`config.mk`:
```
export PLATFORM = sky130hd
export DESIGN_NAME = crf_core
export DESIGN_NICKNAME = d
export VERILOG_FILES = /design/src/crf_pkg.sv /design/src/crf_core.sv
export SDC_FILE = /design/constraint.sdc
export NUM_CORES = 1
export LEC_CHECK = 0
export CAP_MARGIN = 10
export CORE_ASPECT_RATIO = 1.75
export CORE_MARGIN = 1.5
export CORE_UTILIZATION = 65
export CTS_CLUSTER_DIAMETER = 80
export CTS_CLUSTER_SIZE = 8
export DETAILED_ROUTE_END_ITERATION = 8
export DONT_BUFFER_PORTS = 1
export HOLD_SLACK_MARGIN = 0.15
export PLACE_DENSITY_LB_ADDON = 0.1
export RECOVER_POWER = 25
export SLEW_MARGIN = 20
export SYNTH_ARGS = -nofsm -noshare
export SYNTH_HDL_FRONTEND = slang
export SYNTH_SLANG_ARGS = --single-unit
export TNS_END_PERCENT = 100
```
`constraint.sdc`:
```
create_clock -name pclk -period 5.8 [get_ports pclk]
set_input_delay 1.16 -clock pclk [delete_from_list [all_inputs] [get_ports pclk]]
set_output_delay 1.16 -clock pclk [all_outputs]
set_load 0.03 [all_outputs]
```
`src/crf_pkg.sv`:
```
// Purpose: shared constants and types for the cpu register file block
// Assumes: 8-bit core, one clock domain, apb register access
// Notes: holds reset values, select codes, register offsets and the state struct
package crf_pkg;

    // apb register offsets (byte addresses)
    localparam logic [7:0] CRF_OFF_FLAGS = 8'h00;
    localparam logic [7:0] CRF_OFF_ACC = 8'h04;
    localparam logic [7:0] CRF_OFF_VPAGE = 8'h08;
    localparam logic [7:0] CRF_OFF_FETCH = 8'h0c;
    localparam logic [7:0] CRF_OFF_PC = 8'h10;
    localparam logic [7:0] CRF_OFF_SP = 8'h14;
    localparam logic [7:0] CRF_OFF_CTRL = 8'h18;

    // reset values
    localparam logic [7:0] CRF_RST_BYTE = 8'h00;
    localparam logic [15:0] CRF_RST_WORD = 16'h0000;
    localparam logic [7:0] CRF_IO_HIGH_ZERO = 8'h00;

    // flag bit positions
    localparam int CRF_FLAG_SIGN = 7;
    localparam int CRF_FLAG_ZERO = 6;
    localparam int CRF_FLAG_HALF = 4;
    localparam int CRF_FLAG_PV = 2;
    localparam int CRF_FLAG_SUB = 1;
    localparam int CRF_FLAG_CARRY = 0;

    // byte select codes
    localparam logic [2:0] CRF_SEL_B = 3'h0;
    localparam logic [2:0] CRF_SEL_C = 3'h1;
    localparam logic [2:0] CRF_SEL_D = 3'h2;
    localparam logic [2:0] CRF_SEL_E = 3'h3;
    localparam logic [2:0] CRF_SEL_H = 3'h4;
    localparam logic [2:0] CRF_SEL_L = 3'h5;
    localparam logic [2:0] CRF_SEL_NONE = 3'h6;
    localparam logic [2:0] CRF_SEL_A = 3'h7;

    // word select field flavours
    typedef enum logic [1:0] {CRF_WS_ACC_PAIR, CRF_WS_INDEX_X, CRF_WS_SP, CRF_WS_INDEX_Y}
        crf_wsel_e;

    // operand address modes
    typedef enum logic [2:0] {CRF_AM_INDIRECT, CRF_AM_INDEXED, CRF_AM_EXTENDED,
        CRF_AM_RELATIVE, CRF_AM_IMMED} crf_amode_e;

    // i/o address forms
    typedef enum logic [1:0] {CRF_IO_IMM_ACC, CRF_IO_B_C, CRF_IO_IMM_ZERO, CRF_IO_C_ZERO}
        crf_iofm_e;

    // alu operation classes that shape the flags
    typedef enum logic [1:0] {CRF_OP_ADD, CRF_OP_SUB, CRF_OP_LOGIC, CRF_OP_SHIFT}
        crf_opcl_e;

    // one general register set
    typedef struct packed {
        logic [7:0] acc;
        logic [7:0] flags;
        logic [15:0] bc;
        logic [15:0] de;
        logic [15:0] hl;
    } crf_set_s;

    // full state of the block
    typedef struct packed {
        crf_set_s primary_register_set;
        crf_set_s alternate_register_set;
        logic [7:0] vector_page;
        logic [7:0] fetch_count;
        logic [15:0] first_index;
        logic [15:0] second_index;
        logic [15:0] stack_top_pointer;
        logic [15:0] instruction_address_counter;
        logic [31:0] prdata;
        logic [15:0] io_addr;
        logic io_space_strobe_n;
    } crf_state_s;

    // flag result reported by the alu
    typedef struct packed {
        logic [16:0] sum;      // result; carry out in bit 16 for word ops, bit 8 for byte ops
        logic half_carry;
        logic word_op;
        crf_opcl_e opclass;
        logic shift_carry;
    } crf_alu_s;

endpackage

```
`src/crf_core.sv`:
```
// Purpose: programmer-visible register file of an 8-bit cpu with operand addressing
// Assumes: driven by decode and execution logic on pclk; apb for debug access
// Notes: one packed state struct, filled in one comb process, registered in one ff
//
// Behaviour
// - primary set holds acc, flags, three pairs; alternate set swaps only wholesale.
// - special registers: vector page, fetch counter, two index, stack pointer, pc.
// - sign flag takes the result's most significant bit.
// - zero flag set when result is zero, else cleared.
// - half carry flag captures carry or borrow out of low nibble.
// - logical operations set parity flag when result has even ones.
// - arithmetic sets overflow flag when signed byte or word range is exceeded.
// - subtract flag set by subtraction, cleared by addition.
// - carry flag takes carry or borrow out of msb; shifts also update it.
// - vector page supplies high byte of interrupt vector table address.
// - reset clears vector page, fetch counter, stack pointer and pc.
// - low seven fetch counter bits increment on every opcode fetch.
// - pc holds next instruction address and advances after every fetch.
// - 3-bit byte select decodes b,c,d,e,h,l,a; code 110 selects nothing.
// - acc-pair and index-x word selects decode with high and low halves.
// - stack-pointer and index-y word selects decode as documented.
// - register indirect address comes from bc, de or hl.
// - indexed address is index plus sign-extended 8-bit displacement.
// - extended address and immediates come from instruction bytes.
// - relative target is pc plus instruction displacement.
// - i/o strobe asserted; operand form puts immediate low, acc high.
// - register pair i/o form puts b low and c high.
// - internal i/o forms put immediate or c low and zero high.
//
// Design decisions made here: the register offsets and the APB slave port.
`timescale 1ns/1ps

module crf_core
    import crf_pkg::*;
(
    input wire logic pclk,
    input wire logic presetn,
    // apb slave
    input wire logic psel,
    input wire logic penable,
    input wire logic pwrite,
    input wire logic [7:0] paddr,
    input wire logic [31:0] pwdata,
    output logic [31:0] prdata,
    output logic pready,
    output logic pslverr,
    // fetch and exchange
    input wire logic opcode_fetch_indicator,
    input wire logic [15:0] fetch_step,
    input wire logic exchange_sets,
    // byte read and write ports
    input wire logic [2:0] byte_rd_sel,
    output logic [7:0] byte_rd_data,
    input wire logic byte_wr_en,
    input wire logic [2:0] byte_wr_sel,
    input wire logic [7:0] byte_wr_data,
    // word read and write ports
    input wire crf_wsel_e word_kind,
    input wire logic [1:0] word_rd_sel,
    output logic [15:0] word_rd_data,
    output logic [7:0] word_rd_high,
    output logic [7:0] word_rd_low,
    input wire logic word_wr_en,
    input wire logic [1:0] word_wr_sel,
    input wire logic [15:0] word_wr_data,
    // alu result for flag update
    input wire logic flag_upd,
    input wire crf_alu_s alu,
    input wire logic [7:0] alu_op_a,
    input wire logic [7:0] alu_op_b,
    input wire logic [7:0] alu_op_a_hi,
    input wire logic [7:0] alu_op_b_hi,
    // operand addressing
    input wire crf_amode_e amode,
    input wire logic [1:0] indirect_sel,
    input wire logic use_second_index,
    input wire logic [7:0] instr_byte0,
    input wire logic [7:0] instr_byte1,
    input wire logic word_immediate,
    output logic [15:0] operand_addr,
    output logic [15:0] immediate_data,
    input wire logic pc_load,
    // i/o addressing
    input wire logic io_req,
    input wire crf_iofm_e io_form,
    output logic [15:0] io_addr,
    output logic io_space_strobe_n,
    // interrupt vector
    input wire logic [7:0] vector_low,
    output logic [15:0] vector_table_addr,
    // observation
    output logic [7:0] flags_now
);

    crf_state_s st;
    crf_state_s next_st;
    logic apb_wr;
    logic apb_rd;
    logic [7:0] res8;
    logic res_sign;
    logic [15:0] disp_ext;
    logic [15:0] idx;

    assign apb_wr = psel && penable && pwrite;
    assign apb_rd = psel && !penable && !pwrite;
    assign pready = 1'b1;  // no wait states: every access completes in the access phase
    assign pslverr = 1'b0;

    // result byte and sign used by flag logic; word ops look at the high byte
    assign res8 = alu.word_op ? alu.sum[15:8] : alu.sum[7:0];
    assign res_sign = res8[7];
    assign disp_ext = {{8{instr_byte0[7]}}, instr_byte0};
    assign idx = use_second_index ? st.second_index : st.first_index;

    // byte read decode from the primary set
    always_comb
    begin
        case (byte_rd_sel)
            CRF_SEL_B: byte_rd_data = st.primary_register_set.bc[15:8];
            CRF_SEL_C: byte_rd_data = st.primary_register_set.bc[7:0];
            CRF_SEL_D: byte_rd_data = st.primary_register_set.de[15:8];
            CRF_SEL_E: byte_rd_data = st.primary_register_set.de[7:0];
            CRF_SEL_H: byte_rd_data = st.primary_register_set.hl[15:8];
            CRF_SEL_L: byte_rd_data = st.primary_register_set.hl[7:0];
            CRF_SEL_A: byte_rd_data = st.primary_register_set.acc;
            default: byte_rd_data = 8'h00;  // code 110 names no register
        endcase
    end

    // word read decode, four field flavours share codes 00 and 01
    always_comb
    begin
        case (word_rd_sel)
            2'h0: word_rd_data = st.primary_register_set.bc;
            2'h1: word_rd_data = st.primary_register_set.de;
            2'h2:
            begin
                case (word_kind)
                    CRF_WS_INDEX_X: word_rd_data = st.first_index;
                    CRF_WS_INDEX_Y: word_rd_data = st.second_index;
                    default: word_rd_data = st.primary_register_set.hl;
                endcase
            end
            default:
            begin
                if (word_kind == CRF_WS_ACC_PAIR)
                    word_rd_data = {st.primary_register_set.acc, st.primary_register_set.flags};
                else
                    word_rd_data = st.stack_top_pointer;
            end
        endcase
    end

    // high and low halves for the H and L suffix forms
    assign word_rd_high = word_rd_data[15:8];
    assign word_rd_low = word_rd_data[7:0];

    // next state: exchange, register writes, flags, counters, addresses, apb
    always_comb
    begin
        logic [7:0] f;
        logic ovf;
        logic sa;
        logic sb;
        next_st = st;
        f = st.primary_register_set.flags;
        ovf = 1'b0;
        sa = alu.word_op ? alu_op_a_hi[7] : alu_op_a[7];
        sb = alu.word_op ? alu_op_b_hi[7] : alu_op_b[7];

        // wholesale swap is the only path to the alternate set
        if (exchange_sets)
        begin
            next_st.primary_register_set = st.alternate_register_set;
            next_st.alternate_register_set = st.primary_register_set;
        end

        // byte writes land in the primary set only
        if (byte_wr_en)
        begin
            case (byte_wr_sel)
                CRF_SEL_B: next_st.primary_register_set.bc[15:8] = byte_wr_data;
                CRF_SEL_C: next_st.primary_register_set.bc[7:0] = byte_wr_data;
                CRF_SEL_D: next_st.primary_register_set.de[15:8] = byte_wr_data;
                CRF_SEL_E: next_st.primary_register_set.de[7:0] = byte_wr_data;
                CRF_SEL_H: next_st.primary_register_set.hl[15:8] = byte_wr_data;
                CRF_SEL_L: next_st.primary_register_set.hl[7:0] = byte_wr_data;
                CRF_SEL_A: next_st.primary_register_set.acc = byte_wr_data;
                default: ;
            endcase
        end

        // word writes, same decode as the read side
        if (word_wr_en)
        begin
            case (word_wr_sel)
                2'h0: next_st.primary_register_set.bc = word_wr_data;
                2'h1: next_st.primary_register_set.de = word_wr_data;
                2'h2:
                begin
                    if (word_kind == CRF_WS_INDEX_X)
                        next_st.first_index = word_wr_data;
                    else if (word_kind == CRF_WS_INDEX_Y)
                        next_st.second_index = word_wr_data;
                    else
                        next_st.primary_register_set.hl = word_wr_data;
                end
                default:
                begin
                    if (word_kind == CRF_WS_ACC_PAIR)
                    begin
                        next_st.primary_register_set.acc = word_wr_data[15:8];
                        next_st.primary_register_set.flags = word_wr_data[7:0];
                    end
                    else
                        next_st.stack_top_pointer = word_wr_data;
                end
            endcase
        end

        // flag update from an alu result; wins over a pair write of the flags
        if (flag_upd)
        begin
            // signed overflow: like-signed add, or unlike-signed sub, flips the sign
            if (alu.opclass == CRF_OP_ADD)
                ovf = (sa == sb) && (res_sign != sa);
            else
                ovf = (sa != sb) && (res_sign != sa);
            if (alu.opclass != CRF_OP_SHIFT)
            begin
                f[CRF_FLAG_SIGN] = res_sign;
                f[CRF_FLAG_ZERO] = alu.word_op ? (alu.sum[15:0] == 16'h0000)
                    : (alu.sum[7:0] == 8'h00);
                f[CRF_FLAG_HALF] = alu.half_carry;
            end
            case (alu.opclass)
                CRF_OP_LOGIC: f[CRF_FLAG_PV] = ~^alu.sum[7:0];
                CRF_OP_ADD, CRF_OP_SUB:
                begin
                    f[CRF_FLAG_PV] = ovf;
                    f[CRF_FLAG_SUB] = (alu.opclass == CRF_OP_SUB);
                    f[CRF_FLAG_CARRY] = alu.word_op ? alu.sum[16] : alu.sum[8];
                end
                default: f[CRF_FLAG_CARRY] = alu.shift_carry;
            endcase
            next_st.primary_register_set.flags = f;
        end

        // opcode fetch: bump the low seven counter bits and step the pc
        if (opcode_fetch_indicator)
        begin
            next_st.fetch_count[6:0] = st.fetch_count[6:0] + 7'h01;
            next_st.instruction_address_counter =
                st.instruction_address_counter + fetch_step;
        end

        // relative branch and jump load of the pc
        if (pc_load)
        begin
            if (amode == CRF_AM_RELATIVE)
                next_st.instruction_address_counter =
                    st.instruction_address_counter + disp_ext;
            else
                next_st.instruction_address_counter = {instr_byte1, instr_byte0};
        end

        // i/o address forms; strobe low for one cycle per request
        next_st.io_space_strobe_n = !io_req;
        if (io_req)
        begin
            case (io_form)
                CRF_IO_IMM_ACC:
                    next_st.io_addr = {st.primary_register_set.acc, instr_byte0};
                CRF_IO_B_C:
                    next_st.io_addr = {st.primary_register_set.bc[7:0],
                        st.primary_register_set.bc[15:8]};
                CRF_IO_IMM_ZERO: next_st.io_addr = {CRF_IO_HIGH_ZERO, instr_byte0};
                default:
                    next_st.io_addr = {CRF_IO_HIGH_ZERO, st.primary_register_set.bc[7:0]};
            endcase
        end

        // apb writes: debug path, applied last
        if (apb_wr)
        begin
            if (paddr == CRF_OFF_FLAGS)
                next_st.primary_register_set.flags = pwdata[7:0];
            else if (paddr == CRF_OFF_ACC)
                next_st.primary_register_set.acc = pwdata[7:0];
            else if (paddr == CRF_OFF_VPAGE)
                next_st.vector_page = pwdata[7:0];
            else if (paddr == CRF_OFF_PC)
                next_st.instruction_address_counter = pwdata[15:0];
            else if (paddr == CRF_OFF_SP)
                next_st.stack_top_pointer = pwdata[15:0];
        end

        // apb read data captured in setup so it stands through the access phase
        if (apb_rd)
        begin
            if (paddr == CRF_OFF_FLAGS)
                next_st.prdata = {24'h000000, st.primary_register_set.flags};
            else if (paddr == CRF_OFF_ACC)
                next_st.prdata = {24'h000000, st.primary_register_set.acc};
            else if (paddr == CRF_OFF_VPAGE)
                next_st.prdata = {24'h000000, st.vector_page};
            else if (paddr == CRF_OFF_FETCH)
                next_st.prdata = {24'h000000, st.fetch_count};
            else if (paddr == CRF_OFF_PC)
                next_st.prdata = {16'h0000, st.instruction_address_counter};
            else if (paddr == CRF_OFF_SP)
                next_st.prdata = {16'h0000, st.stack_top_pointer};
            else if (paddr == CRF_OFF_CTRL)
                next_st.prdata = {16'h0000, st.first_index};
            else
                next_st.prdata = 32'h00000000;  // unmapped reads return zero
        end
    end

    // state register; every field takes a constant under reset
    always_ff @(posedge pclk or negedge presetn)
    begin
        if (!presetn)
        begin
            st <= '0;
            st.vector_page <= CRF_RST_BYTE;
            st.fetch_count <= CRF_RST_BYTE;
            st.stack_top_pointer <= CRF_RST_WORD;
            st.instruction_address_counter <= CRF_RST_WORD;
            st.io_space_strobe_n <= 1'b1;
        end
        else
            st <= next_st;
    end

    // operand address by mode
    always_comb
    begin
        case (amode)
            CRF_AM_INDIRECT:
            begin
                case (indirect_sel)
                    2'h0: operand_addr = st.primary_register_set.bc;
                    2'h1: operand_addr = st.primary_register_set.de;
                    default: operand_addr = st.primary_register_set.hl;
                endcase
            end
            CRF_AM_INDEXED: operand_addr = idx + disp_ext;
            CRF_AM_RELATIVE: operand_addr = st.instruction_address_counter + disp_ext;
            default: operand_addr = {instr_byte1, instr_byte0};
        endcase
    end

    // immediate operand of one or two bytes
    assign immediate_data = word_immediate ? {instr_byte1, instr_byte0}
        : {8'h00, instr_byte0};

    // vector page forms the table high byte
    assign vector_table_addr = {st.vector_page, vector_low};

    assign prdata = st.prdata;
    assign io_addr = st.io_addr;
    assign io_space_strobe_n = st.io_space_strobe_n;
    assign flags_now = st.primary_register_set.flags;

    // fetch counter: low seven bits step by one per fetch
    fetch_count_a: assert property (@(posedge pclk) disable iff (!presetn)
        opcode_fetch_indicator && !(apb_wr) |=> st.fetch_count[6:0]
        == $past(st.fetch_count[6:0]) + 7'h01) else $error("fetch counter did not step");

    // zero flag follows a zero byte result
    zero_flag_a: assert property (@(posedge pclk) disable iff (!presetn)
        flag_upd && !alu.word_op && alu.opclass != CRF_OP_SHIFT && alu.sum[7:0] == 8'h00
        && !(apb_wr && paddr == CRF_OFF_FLAGS) && !exchange_sets
        |=> flags_now[CRF_FLAG_ZERO]) else $error("zero flag not set");

    // i/o strobe pulses the cycle after a request
    io_strobe_a: assert property (@(posedge pclk) disable iff (!presetn)
        io_req |=> !io_space_strobe_n) else $error("io strobe missing");

    // internal forms drive zero on the high address byte
    io_high_zero_a: assert property (@(posedge pclk) disable iff (!presetn)
        io_req && (io_form == CRF_IO_IMM_ZERO || io_form == CRF_IO_C_ZERO)
        |=> io_addr[15:8] == 8'h00) else $error("io high byte not zero");

    // double exchange restores the accumulator
    swap_back_a: assert property (@(posedge pclk) disable iff (!presetn)
        exchange_sets && !byte_wr_en && !word_wr_en && !flag_upd && !apb_wr
        ##1 exchange_sets && !byte_wr_en && !word_wr_en && !flag_upd && !apb_wr
        |=> st.primary_register_set.acc == $past(st.primary_register_set.acc, 2))
        else $error("exchange not wholesale");

    // indexed address adds the signed displacement
    index_addr_a: assert property (@(posedge pclk) disable iff (!presetn)
        amode == CRF_AM_INDEXED |-> operand_addr == idx + {{8{instr_byte0[7]}}, instr_byte0})
        else $error("indexed address wrong");

    // code 110 reads nothing
    byte_none_a: assert property (@(posedge pclk) disable iff (!presetn)
        byte_rd_sel == CRF_SEL_NONE |-> byte_rd_data == 8'h00)
        else $error("code 110 selected a register");

    // subtract flag after a sub op
    sub_flag_a: assert property (@(posedge pclk) disable iff (!presetn)
        flag_upd && alu.opclass == CRF_OP_SUB && !exchange_sets
        && !(apb_wr && paddr == CRF_OFF_FLAGS) |=> flags_now[CRF_FLAG_SUB])
        else $error("subtract flag not set");

endmodule

```
After elaboration in Yosys (flattened, before gate mapping)
Cells that the tools add are included.
{"block": "op_classes", "n_addsub": 4, "mul": 0, "n_div": 0, "magnitude_cmp": 0, "eq_ne": 35, "shifts": 0, "mux": 63, "n_bitwise": 3, "reduce_logical": 27}
{"cell": "two-way mux 16 bit", "count": 27}
{"cell": "case mux 16 bit (3 select lines)", "count": 3}
{"cell": "two-way mux 128 bit", "count": 1}
{"cell": "two-way mux 32 bit", "count": 4}
{"cell": "two-way mux 8 bit", "count": 13}
{"cell": "two-way mux 64 bit", "count": 1}
{"cell": "case mux 16 bit (2 select lines)", "count": 2}
{"cell": "case mux 8 bit (7 select lines)", "count": 1}
{"cell": "adder 16 bit", "count": 3}
{"cell": "two-way mux 48 bit", "count": 1}
{"cell": "equality test 8 x 5 -> 1 bit (second input constant)", "count": 3}
{"cell": "equality test 3 bit (second input constant)", "count": 6}
{"cell": "equality test 8 x 4 -> 1 bit (second input constant)", "count": 2}
{"cell": "zero test 16 bit", "count": 1}
{"cell": "zero test 8 bit", "count": 2}
{"cell": "equality test 3 x 2 -> 1 bit (second input constant)", "count": 5}
{"cell": "equality test 2 x 1 -> 1 bit (second input constant)", "count": 6}
{"cell": "zero test 2 bit", "count": 6}
{"cell": "equality test 2 bit (second input constant)", "count": 5}
{"cell": "equality test 3 x 1 -> 1 bit (second input constant)", "count": 3}
{"cell": "zero test 3 bit", "count": 3}
{"cell": "equality test 8 x 3 -> 1 bit (second input constant)", "count": 1}
{"cell": "AND reduction 4 bit", "count": 2}
{"cell": "XNOR reduction 8 bit", "count": 1}
{"cell": "13 further kinds", "count": 30}
{"block": "word_totals", "reg_bits": 256, "latchBits": 0, "ram_bits": 0, "mem_bits_ro": 0, "inputBits": 191, "out_inout_bits": 147, "word_cells": 151, "mem_count": 0}

Logic depth before layout (Yosys ltp)
{"block": "logic_depth", "word_depth": 10, "mapped_depth": 12, "ltp_nobuf": 11}

Worst setup path before layout
Ideal clock, no wire load.
{"block": "synth_path", "path_type": "input to output", "from": "input port use_second_index", "to": "output port operand_addr[12]", "t_arrival_ns": 4.219, "required_time_ns": 4.640, "setup_slack_ns": 0.421, "path_stages": 12, "path_buffers": 1, "cell_sequence": "clkbuf_1 -> mux2_2 -> ha_1 -> fa_1 -> a21o_1 -> a21o_1 -> a21boi_0 -> o21ai_0 -> a21o_1 -> a31oi_1 -> xor2_1 -> o21ai_0"}
{"block": "synth_between", "elab_chain_cells": 3}
{"element": "start: declaration", "line_no": "crf_core.sv:76", "rtl": "input wire logic use_second_index,"}
{"element": "two-way mux 16 bit", "line_no": "crf_core.sv:113", "rtl": "assign idx = use_second_index ? st.second_index : st.first_index;"}
{"element": "adder 16 bit", "line_no": "crf_core.sv:348", "rtl": "CRF_AM_INDEXED: operand_addr = idx + disp_ext;"}
{"element": "case mux 16 bit (3 select lines)", "line_no": "crf_core.sv:339", "rtl": "case (amode)"}
{"element": "end: declaration", "line_no": "crf_core.sv:80", "rtl": "output logic [15:0] operand_addr,"}
No other way between the ends.

Worst setup path in the final report
{"block": "layout_path", "from": "input port use_second_index", "to": "output port operand_addr[14]"}
The elaborated chain is that of the path after synthesis.

==> run_results.csv <==
group,metric,value,unit
clock_tree,cts_tree,"done",
layout,diodes,0,
worst_setup_path,crit_chain,"mux2_2 -> ha_1 -> fa_1 -> a21o_1 -> a21o_1 -> a21boi_0 -> o21ai_0 -> a21o_1 -> a221oi_1 -> xor2_1 -> o211ai_1 -> buf_4",
worst_setup_path,critPathMaxFanout,16,
global_routing,grt_util_all_layers,41.2,%
layout,synthToLayoutAreaGrowth,2.17,%
clock_tree,numCtsBuffers,35,
layout,final_common_cell,"dfrtp_1",
global_routing,grt_first_pass_wirelength,84.0,mm
logic_synthesis,ys_seq_area_share,35.6,%
placement,hpwl,41.7,mm
worst_setup_path,cp-start-kind,"primary input",
global_routing,grt_pass1_vias,13600,
worst_setup_path,r2r_cells,10,
placement,portBuffers,0,
floorplanning,rows,77,
timing,tns,0,ns
worst_setup_path,r2r-end,"st[63]",
logic_synthesis,synth.avg_cell_area,9.36,um2
worst_setup_path,cp_num_buf_inv,1,
clock_tree,ctsLongestPathBuffers,3,
floorplanning,io_pins,338,
clock_tree,clockRootBuffer,"clkbuf_16",
timing,hold_viol_final,0,
worst_setup_path,worst_setup_path_end_kind,"output port",
routing,drtAntennaViolNets,0,
layout,layout_common_cells,"239 x dfrtp_1, 221 x nand2_1, 181 x o21ai_0, 163 x mux2i_1, 149 x mux2_2",
logic_synthesis,netlist_instances,1804,
routing,drc,0,
pwr,leakage,0.00769,uW
placement,gp_congestion,0.980,
worst_setup_path,worst_path_most_repeated_cell,"a21o_1",
clock_tree,clkTransAtPathRegs,0.05,ns
timing,setup_viol,0,
worst_setup_path,required,4.64,ns
worst_setup_path,critical-path-top-delay-family,"compound AO/OA/AOI/OAI gates",
flow_run,maxCapViolCount,0,
clock_tree,postCtsSetupRepairBufs,0,
logic_synthesis,netlist_area,16900,um2
timing,slew_headroom,27.0,%
worst_setup_path,regToRegSetupSlack,2.62,ns
layout,multi_input_area,9710,um2
layout,nets,1907,
status,status,"finished clean",
timing,rsz0062_at_grt,"no",
timing,fmax,192,MHz
layout,drive_gt1_share,14.6,%
clock_tree,htree_levels,2,
pwr,power_density,406,nW/um2
global_routing,grt_max_degree,241,
routing,drt_iter0_markers,1104,
floorplanning,die_w,125,um
timing,period_share,90.0,%
timing,tightest_slew,1.08,ns
floorplanning,core,25400,um2
floorplanning,start_util,66.4,%
global_routing,overflow,0,
pwr,p_total,7010,uW
routing,num_vias,13700,
routing,firstDrtPassIters,6,
logic_synthesis,ys_async_sr_fraction,100,%
worst_setup_path,r2r-start,"st[49]",
timing,report.final.slew_viol_count,0,
layout,register_area,6010,um2
floorplanning,dieArea,27000,um2
logic_synthesis,synth.distinct_cells,69,
layout,post-route-util,67.8,%
worst_setup_path,cp_slowest_cell,"fa_1",
logic_synthesis,synth_ff_type,"dfrtp_1",
pwr,ir_drop,0.297,mV
layout,fillers,1989,
routing,totalWireLength,56.4,mm
worst_setup_path,critPathArrivalTime,4.06,ns
clock_tree,cts_resized,0,
timing,hold_ws,0.327,ns
floorplanning,die_h,216,um
timing,skew,0.0171,ns
logic_synthesis,postSynthRegisterBits,240,
layout,final_cells,1986,
clock_tree,cts_hold_buf,0,
logic_synthesis,synthesis.yosys.warnings,0,
logic_synthesis,synth_edf_count,0,
timing,fin_crit,5.22,ns
placement,place_inst,1942,
worst_setup_path,critical_path.max_stage_delay,0.43,ns
routing,via_per_inst,6.89,
clock_tree,clock_latency,0.54,ns
min_path,hp-class,"in -> async",
worst_setup_path,critPathKind,"in -> out",
routing,wl_per_cell,28.4,um
global_routing,antenna_found_initial,0,
clock_tree,clock_sinks,240,
-- logic make-up (layout without fill, tap and decap cells) --
logic type / count (synthesis) / in the layout / share of synthesized area, %
xor gates and xnor gates: 49 / 49 / 2.54
other: 2 / 18 / 0.0445
muxes: 338 / 338 / 22.9
AOI/OAI and AO/OA: 456 / 456 / 16.3
DFF: 240 / 240 / 35.6
and+or+nand+nor: 439 / 439 / 11.1
buffers and inverters: 227 / 77 / 7.44
adders and majority gates: 53 / 53 / 4.06
-- stage by stage --
| step | area (um2) | setup slack (ns) |
|---|---|---|
| after floorplan | 16900 | 0.421 |
| after global placement | 16300 | 0.548 |
| after detailed placement | 16300 | 0.592 |
| after CTS | 17200 | 0.565 |
| after global routing | 17200 | 0.385 |
| final | 17200 | 0.582 |
-- synthesized netlist by cell type (4+ instances only) --
master | number | share of area (%)
a21oi_1 | 103 | 3.1
clkbuf_1 | 87 | 1.9
nand3b_1 | 4 | 0.18
a22oi_1 | 6 | 0.27
and2_1 | 12 | 0.44
nand3_1 | 17 | 0.50
nor2b_1 | 17 | 0.63
nor4_1 | 4 | 0.15
nand4_1 | 7 | 0.26
o21ai_0 | 181 | 5.4
a211o_1 | 4 | 0.21
a222oi_1 | 5 | 0.30
mux2_2 | 149 | 9.9
mux4_2 | 23 | 3.1
o31ai_1 | 11 | 0.49
inv_1 | 16 | 0.36
a221oi_1 | 6 | 0.31
dfrtp_1 | 239 | 35
a211oi_1 | 32 | 1.4
o211ai_1 | 16 | 0.71
nand2b_1 | 5 | 0.19
xor2_1 | 20 | 1.0
o22ai_1 | 10 | 0.37
nor3_1 | 8 | 0.24
o22a_1 | 5 | 0.26
o21bai_1 | 5 | 0.22
nand2_1 | 221 | 4.9
nor2_1 | 128 | 2.8
buf_4 | 98 | 4.4
o2bb2ai_1 | 9 | 0.47
buf_2 | 6 | 0.18
a31oi_1 | 13 | 0.48
mux2i_1 | 163 | 9.7
ha_1 | 50 | 3.7
xnor2_1 | 29 | 1.5
buf_1 | 15 | 0.33
a21o_1 | 29 | 1.3
-- per-layer routing --
layer	wire length [um]	global-route usage [%]
met5	0	0
met4	5440	32.3
met3	4460	8.69
met2	27500	69.8
met1	19000	44.6
-- worst max-delay path by stage --
stage | start | to | slack [ns] | cells after the start
after global routing | use_second_index | operand_addr[14] | 0.39 | 12
after global placement | use_second_index | operand_addr[14] | 0.55 | 12
after detailed placement | use_second_index | operand_addr[14] | 0.59 | 12
after CTS | use_second_index | operand_addr[14] | 0.56 | 12
after floorplan | use_second_index | operand_addr[12] | 0.42 | 12
final | use_second_index | operand_addr[14] | 0.58 | 12
-- sequential cells by signal, indices dropped and copies added (netlist names) --
name,count
flags_now,8
io_addr,16
io_space_strobe_n,1
prdata,16
st,191
vector_table_addr,8
-- power breakdown --
group          switching, uW  leakage (uW)  internal, uW  total (uW)
sequential               747       0.00293          2150        2890
combinational           1250       0.00430          1020        2270
clock                    756      0.000461          1090        1840
total                   2750       0.00769          4260        7010
-- layout make-up --
cell class | count | share of cell area (%)
clock buffers | 41 | 5.21
well taps | 316 | 2.29
flip-flops and latches | 240 | 34.8
multi-input cells | 1353 | 56.3
inverters | 17 | 0.370
repair buffers | 16 | 0.696
clock inverters | 3 | 0.319
Note: power is estimated with default switching activity, not from simulation.
